$ cat config.mk
export PLATFORM = sky130hd
export DESIGN_NAME = cwrs_reset_seq
export DESIGN_NICKNAME = d
export VERILOG_FILES = /design/src/cwrs_pkg.sv /design/src/cwrs_reset_seq.sv /design/src/cwrs_cop_timer.sv
export SDC_FILE = /design/constraint.sdc
export NUM_CORES = 1
export LEC_CHECK = 0
export BUFFER_PORTS_ARGS = -buffer_cell sky130_fd_sc_hd__buf_2
export CAP_MARGIN = 20
export CORE_MARGIN = 8
export CORE_UTILIZATION = 45
export CTS_CLUSTER_DIAMETER = 120
export DETAILED_ROUTE_END_ITERATION = 6
export PLACE_DENSITY = 0.71
export SLEW_MARGIN = 20
export SYNTH_ARGS = -nofsm -noshare
export SYNTH_HDL_FRONTEND = slang
export SYNTH_SLANG_ARGS = --single-unit
$ cat constraint.sdc
create_clock -name core_clk -period 5.1 [get_ports core_clk]
set_input_delay 1.53 -clock core_clk [delete_from_list [all_inputs] [get_ports core_clk]]
set_output_delay 1.53 -clock core_clk [all_outputs]
set_load 0.02 [all_outputs]
$ cat src/cwrs_pkg.sv
`default_nettype none

package cwrs_pkg;

  // Reset pin sequence, in bus cycles
  localparam int unsigned DRIVE_CYCLES  = 34;
  localparam int unsigned SAMPLE_CYCLES = 38;
  localparam int unsigned SEQ_CNT_W     = 6;
  localparam logic [SEQ_CNT_W-1:0] DRIVE_LAST =
    SEQ_CNT_W'(DRIVE_CYCLES - 1);
  localparam logic [SEQ_CNT_W-1:0] SAMPLE_LAST =
    SEQ_CNT_W'(SAMPLE_CYCLES - 1);

  // Watchdog periods, in bus cycles
  localparam int unsigned COP_CNT_W        = 18;
  localparam int unsigned COP_LONG_CYCLES  = 32'h0004_0000;
  localparam int unsigned COP_SHORT_CYCLES = 32'h0000_2000;

  // Reset status register bit positions
  localparam int unsigned SRS_POR  = 7;
  localparam int unsigned SRS_PIN  = 6;
  localparam int unsigned SRS_COP  = 5;
  localparam int unsigned SRS_ILOP = 4;
  localparam int unsigned SRS_ICG  = 2;
  localparam int unsigned SRS_LVD  = 1;
  localparam logic [7:0]  SRS_POR_RST = 8'h80;

  // System options register bit positions and reset values
  localparam int unsigned SYSTEM_OPTIONS_REGISTER_WATCHDOG_ENABLE_BIT     = 7;
  localparam int unsigned SYSTEM_OPTIONS_REGISTER_WATCHDOG_TIMEOUT_SELECT     = 6;
  localparam logic        SYSTEM_OPTIONS_REGISTER_WATCHDOG_ENABLE_BIT_RST = 1'h1;
  localparam logic        SYSTEM_OPTIONS_REGISTER_WATCHDOG_TIMEOUT_SELECT_RST = 1'h1;

  typedef enum logic [1:0] {
    ST_RUN,
    ST_DRIVE,
    ST_RELEASE,
    ST_HOLD
  } cwrs_state_e;

endpackage

`default_nettype wire

$ cat src/cwrs_reset_seq.sv
// How it works
// - Each reset source sets its own status flag; debug-forced reset sets none.
// - Entering reset requests self-clocked mode from the clock generator.
// - The reset pin is driven low for 34 bus cycles.
// - Pin released, sampled 38 cycles later to see whether it caused reset.
// - Enabled watchdog reaching timeout unserviced causes a system reset.
// - The options enable bit turns the watchdog on or off.
// - Any write to the status address restarts the watchdog.
// - A status address write leaves the status contents unchanged.
// - After every reset the watchdog comes up enabled.
// - Options register is write-once; only that write may disable watchdog.
// - Timeout select picks 2^18 or 2^13 bus cycles.
// - Active background debug suspends the watchdog.
`default_nettype none

module cwrs_reset_seq #(
  parameter int unsigned COP_LONG_CYCLES  = cwrs_pkg::COP_LONG_CYCLES,
  parameter int unsigned COP_SHORT_CYCLES = cwrs_pkg::COP_SHORT_CYCLES
) (
  // Clock and power-on reset
  input  wire logic       core_clk,
  input  wire logic       rst,
  // Other reset sources and background debug status
  input  wire logic       lvdRstReq,
  input  wire logic       clkLossRstReq,
  input  wire logic       illegalOpRstReq,
  input  wire logic       bdmForceRstReq,
  input  wire logic       bdmActive,
  // Reset status register
  input  wire logic       srsWrStb,
  output logic [7:0]      srsRdData,
  // System options register
  input  wire logic       soptWrStb,
  input  wire logic [7:0] soptWrData,
  output logic [7:0]      soptRdData,
  // Reset pin, open drain
  input  wire logic       resetPinIn,
  output logic            resetPinOut,
  output logic            resetPinOeN,
  // System side
  output logic            sysRstOut,
  output logic            icgSelfClkReq,
  output logic            copEnable
);

  typedef struct packed {
    cwrs_pkg::cwrs_state_e          state;
    logic [cwrs_pkg::SEQ_CNT_W-1:0] cnt;
    logic [7:0]                     flags;
    logic                           copEn;
    logic                           copTsel;
    logic                           soptLocked;
    logic                           pinS1;
    logic                           pinS2;
  } cwrs_seq_s;

  localparam cwrs_seq_s RESET_ST = '{
    state:      cwrs_pkg::ST_DRIVE,
    cnt:        '0,
    flags:      cwrs_pkg::SRS_POR_RST,
    copEn:      cwrs_pkg::SYSTEM_OPTIONS_REGISTER_WATCHDOG_ENABLE_BIT_RST,
    copTsel:    cwrs_pkg::SYSTEM_OPTIONS_REGISTER_WATCHDOG_TIMEOUT_SELECT_RST,
    soptLocked: 1'h0,
    pinS1:      1'h1,
    pinS2:      1'h1
  };

  cwrs_seq_s  st_r;
  cwrs_seq_s  st_nxt;
  logic [7:0] srcNow;
  logic [7:0] srcSeq;
  logic       anySrc;
  logic       inRun;
  logic       copRun;
  logic       copClear;
  logic       copTimeout;

  function automatic logic [7:0] srcFlags(
    input logic lvd,
    input logic loss,
    input logic ilop,
    input logic cop,
    input logic pin
  );
    logic [7:0] f;
    f = '0;
    f[cwrs_pkg::SRS_LVD]  = lvd;
    f[cwrs_pkg::SRS_ICG]  = loss;
    f[cwrs_pkg::SRS_ILOP] = ilop;
    f[cwrs_pkg::SRS_COP]  = cop;
    f[cwrs_pkg::SRS_PIN]  = pin;
    return f;
  endfunction

  assign inRun = (st_r.state == cwrs_pkg::ST_RUN);
  // Suspended in debug, stopped while disabled or in reset
  assign copRun = st_r.copEn && inRun && !bdmActive;
  // Reset clears the timer so a new period starts on release
  assign copClear = srsWrStb || !inRun;

  cwrs_cop_timer #(
    .LONG_CYCLES  (COP_LONG_CYCLES),
    .SHORT_CYCLES (COP_SHORT_CYCLES)
  ) u_timer (
    .core_clk (core_clk),
    .rst      (rst),
    .clear    (copClear),
    .run      (copRun),
    .longSel  (st_r.copTsel),
    .timeout  (copTimeout)
  );

  always_comb
  begin
    st_nxt = st_r;
    st_nxt.pinS1 = resetPinIn;
    st_nxt.pinS2 = st_r.pinS1;
    srcNow = srcFlags(lvdRstReq, clkLossRstReq, illegalOpRstReq,
                      copTimeout, !st_r.pinS2);
    // Our own drive pulls the pin low, so it is not a source here
    srcSeq = srcFlags(lvdRstReq, clkLossRstReq, illegalOpRstReq,
                      1'b0, 1'b0);
    anySrc = (srcNow != '0) || bdmForceRstReq;
    case (st_r.state)
      cwrs_pkg::ST_RUN:
      begin
        // Service writes touch only the timer, never the flags
        if (soptWrStb && !st_r.soptLocked)
        begin
          st_nxt.copEn      = soptWrData[cwrs_pkg::SYSTEM_OPTIONS_REGISTER_WATCHDOG_ENABLE_BIT];
          st_nxt.copTsel    = soptWrData[cwrs_pkg::SYSTEM_OPTIONS_REGISTER_WATCHDOG_TIMEOUT_SELECT];
          st_nxt.soptLocked = 1'b1;
        end
        if (anySrc)
        begin
          st_nxt.state      = cwrs_pkg::ST_DRIVE;
          st_nxt.cnt        = '0;
          st_nxt.flags      = srcNow;
          st_nxt.copEn      = cwrs_pkg::SYSTEM_OPTIONS_REGISTER_WATCHDOG_ENABLE_BIT_RST;
          st_nxt.copTsel    = cwrs_pkg::SYSTEM_OPTIONS_REGISTER_WATCHDOG_TIMEOUT_SELECT_RST;
          st_nxt.soptLocked = 1'b0;
        end
      end
      cwrs_pkg::ST_DRIVE:
      begin
        st_nxt.flags = st_r.flags | srcSeq;
        if (st_r.cnt == cwrs_pkg::DRIVE_LAST)
        begin
          st_nxt.state = cwrs_pkg::ST_RELEASE;
          st_nxt.cnt   = '0;
        end
        else
        begin
          st_nxt.cnt = st_r.cnt + 1'b1;
        end
      end
      cwrs_pkg::ST_RELEASE:
      begin
        st_nxt.flags = st_r.flags | srcSeq;
        if (st_r.cnt == cwrs_pkg::SAMPLE_LAST)
        begin
          st_nxt.cnt = '0;
          if (!st_r.pinS2)
          begin
            st_nxt.flags[cwrs_pkg::SRS_PIN] = 1'b1;
            st_nxt.state = cwrs_pkg::ST_HOLD;
          end
          else
          begin
            st_nxt.state = cwrs_pkg::ST_RUN;
          end
        end
        else
        begin
          st_nxt.cnt = st_r.cnt + 1'b1;
        end
      end
      cwrs_pkg::ST_HOLD:
      begin
        // External circuit still holds the pin; wait for it
        st_nxt.flags = st_r.flags | srcSeq;
        if (st_r.pinS2)
          st_nxt.state = cwrs_pkg::ST_RUN;
      end
      default:
      begin
        st_nxt.state = cwrs_pkg::ST_RUN;
      end
    endcase
  end

  always_ff @(posedge core_clk)
  begin
    if (rst)
      st_r <= RESET_ST;
    else
      st_r <= st_nxt;
  end

  always_comb
  begin
    soptRdData = '0;
    soptRdData[cwrs_pkg::SYSTEM_OPTIONS_REGISTER_WATCHDOG_ENABLE_BIT] = st_r.copEn;
    soptRdData[cwrs_pkg::SYSTEM_OPTIONS_REGISTER_WATCHDOG_TIMEOUT_SELECT] = st_r.copTsel;
  end

  assign srsRdData     = st_r.flags;
  assign resetPinOut   = 1'b0;
  assign resetPinOeN   = (st_r.state != cwrs_pkg::ST_DRIVE);
  assign sysRstOut     = !inRun;
  assign icgSelfClkReq = !inRun;
  assign copEnable     = st_r.copEn;
endmodule // cwrs_reset_seq

`default_nettype wire

$ cat src/cwrs_cop_timer.sv
`default_nettype none

module cwrs_cop_timer #(
  parameter int unsigned LONG_CYCLES  = cwrs_pkg::COP_LONG_CYCLES,
  parameter int unsigned SHORT_CYCLES = cwrs_pkg::COP_SHORT_CYCLES
) (
  // Clock and reset
  input  wire logic core_clk,
  input  wire logic rst,
  // Control
  input  wire logic clear,
  input  wire logic run,
  input  wire logic longSel,
  // Event
  output logic      timeout
);

  localparam int unsigned W = cwrs_pkg::COP_CNT_W;
  localparam logic [W-1:0] LONG_LAST  = W'(LONG_CYCLES - 1);
  localparam logic [W-1:0] SHORT_LAST = W'(SHORT_CYCLES - 1);

  typedef struct packed {
    logic [W-1:0] cnt;
  } cwrs_tmr_s;

  cwrs_tmr_s  st_r;
  cwrs_tmr_s  st_nxt;
  logic       atLast;

  always_comb
  begin
    st_nxt = st_r;
    atLast = (st_r.cnt == (longSel ? LONG_LAST : SHORT_LAST));
    if (clear)
    begin
      st_nxt.cnt = '0;
    end
    else if (run)
    begin
      st_nxt.cnt = atLast ? '0 : st_r.cnt + 1'b1;
    end
    timeout = run && !clear && atLast;
  end

  always_ff @(posedge core_clk)
  begin
    if (rst)
      st_r <= '0;
    else
      st_r <= st_nxt;
  end
endmodule // cwrs_cop_timer

`default_nettype wire

==> metrics.cfg <==
[global_route]
grt-ovfl-total = 0
antenna_found_initial = 0
grt_pass1_vias = 1522
grt_max_degree = 12
grtUsageTotal = 0.114
grt_pass1_wl_um = 6710

[synthesis]
ys_ff_latch = 37
netlist_instances = 238
synth_seq_area_share = 0.366
synth.most_common_cell = dfxtp_1
mappedNetlistArea_um2 = 2020
synth_cell_types = 49
synth_top_area_cell = dfxtp_1
synth_top_area_frac = 0.366
ys_top_cells_by_count = dfxtp_1, nor2_1, buf_4
synth_area_leaders = dfxtp_1, buf_4, nor2_1
syn_area_per_cell_um2 = 8.50
async_reset_ff_frac = 0
synthFlopType = dfxtp_1
synth_edf_count = 0
synth_warnings = 0

[setup_path]
crit_chain = buf_2, nand3b_4, or3_4, a211oi_4, nor2_2, o311ai_1, o41ai_2
path_buf_inv = 1
slowest_stage = or3_4
cp-end-kind = flip-flop
critPathMaxFanout = 8
arrival_ps = 3290
critPathLaunchType = primary input
cp.depth = 7
path_delay_family = compound AO/OA/AOI/OAI gates
crit_required_ps = 5260
critical_path_class = primary input to flip-flop
critical_path.max_stage_delay_ps = 400
r2r_cells = 8

[job]
max_cap_violations = 0

[clock_network]
cts_num_sinks = 37
clkLatencyLatePin_ps = 280
cts_inserted_buffers = 5
cts_setup_buffers = 0
cts.path.max_buffers = 2
h-tree-depth = 2
path_clk_slew_ps = 70
cts_resized = 0
cts-root-buf = clkbuf_8
ctsHoldBuffers = 0
cts_tree = done

[place]
numPortBuffers = 23
dpl.hpwl_um = 3100
gp_congestion = 0.802

[floorplanning]
die_y_um = 83.0
core-area_um2 = 4350
io_pins = 39
rows = 24
dieArea_um2 = 6890
die_w_um = 83.0
initial_core_util = 0.464

[pwr]
seq_power_share = 0.391
power_uw = 868
power.internal_uw = 539
p_comb_frac = 0.369
cellPowerDensity_nw_per_um2 = 399
p_sw_frac = 0.379
vdd_drop_max_uv = 291
pwr-share-clk = 0.240
leakage_nw = 0.828
p_sw_uw = 329

[finish]
layout-drive-gt1-share = 0.173
n_antenna_cell = 0
area_growth_syn_to_layout_pct = 7.55
layout.nets = 281
nFillCells = 434

[route]
routedWlPerCell_um = 13.0
routed_wl_um = 4000
drt-pass1-iter-count = 4
drc = 0
vias = 1624
drt_iter0_markers = 90
ant_nets = 0
viasPerCell = 5.29

[sta]
tightest_slew_ps = 649
finalSetupViolCount = 0
fin_worst_skew_ps = 5.48
slew_viol_final = 0
rsz0062_at_grt = no
fmax_mhz = 320
period_share = 0.612
fin_tns_setup_ps = 0
hold_viol_final = 0
fin_crit_ps = 3120
slew_headroom = 0.563

[worst_hold_path]
hp-class = flip-flop to flip-flop
hold_path_depth = 1

[outcome]
status = finished clean

## kinds of logic (layout without fill, tap and decap cells)
family,after synthesis,after routing,share of synthesized area
simple gates,100,100,0.269
compound gates,42,42,0.145
flops,37,37,0.366
buf+inv,34,43,0.0990
xor+xnor,16,16,0.0693
fa+ha+maj,8,8,0.0495
other cells,1,9,0.00185
## cell type report
type / instances / area (um^2) / share of cell area
Sequential cell: 37 / 741 / 0.341
Clock buffer: 6 / 82.6 / 0.0380
Timing Repair Buffer: 24 / 123 / 0.0564
Inverter: 12 / 45.0 / 0.0207
Multi-Input combinational cell: 175 / 1110 / 0.511
Clock inverter: 1 / 7.51 / 0.00345
Tap cell: 52 / 65.1 / 0.0299
## power by group through the flow
stage,clock (mW),combinational (mW),sequential [mW]
5_1_grt,0.226,0.358,0.344
3_5_place_dp,0,0.322,0.346
6_report,0.208,0.320,0.340
4_1_cts,0.216,0.323,0.340
2_1_floorplan,0,0.274,0.342
3_3_place_gp,0,0.316,0.345
## worst reg2reg max path: cells and delay by family, from the launching register on
kind                     cells  cell delay [ps]
AO/OA/AOI/OAI                3              890
flip-flops                   1              330
buffers and inverters        1              170
AND/OR/NAND/NOR              3              730
adder cells (fa/ha/maj)      1              390
## flip-flops by register name, summed over array words and instances (netlist names)
name / flops
u_timer.st_r: 18
srsRdData: 6
soptRdData: 1
st_r: 10
st_nxt: 1
copEnable: 1
## worst paths after layout
| kind | start | endpoint | slack (ps) |
|---|---|---|---|
| setup reg to reg | st_r[19] | st_r[20] | 2460 |
| setup / recovery | bdmActive | st_r[20] | 1980 |
| hold / removal | st_nxt[0] | st_r[0] | 410 |
| hold reg to reg | st_nxt[0] | st_r[0] | 410 |
## metrics by stage
stage                     std cells  utilization  instance area [um^2]  hold slack (ps)  setup slack, ps
after floorplan                 246            -                  2050              389             2040
after global placement          300        0.479                  2080              392             1730
after detailed placement        300        0.479                  2080              395             1700
after CTS                       307        0.499                  2170              413             1990
after global routing            307        0.499                  2170              432             1900
final                           307        0.499                  2170              412             1980
## cell usage in the layout (no fill, tap or decap), drive strengths merged, types with 2 or more instances in the layout
cell type / count
xor2: 11
o21ai: 14
o31ai: 3
dfxtp: 37
o22ai: 2
nor2: 33
ha: 8
clkbuf: 6
and4: 3
or3: 4
buf: 24
or2: 3
nand2b: 2
nand4: 7
o41ai: 3
nor2b: 2
nor4: 2
nor4b: 2
nor3: 5
a211oi: 2
and2: 2
o211ai: 3
nand3: 8
conb: 9
nand3b: 2
a21oi: 10
inv: 12
and3: 3
xnor2: 5
nand2: 18
## metal layers
layer	share of wire	GRT usage
met1	0.45	0.127
met2	0.50	0.194
met3	0.041	0.0371
met4	0.011	0.0431
met5	0	0
Power figures use the tool's default switching activity.
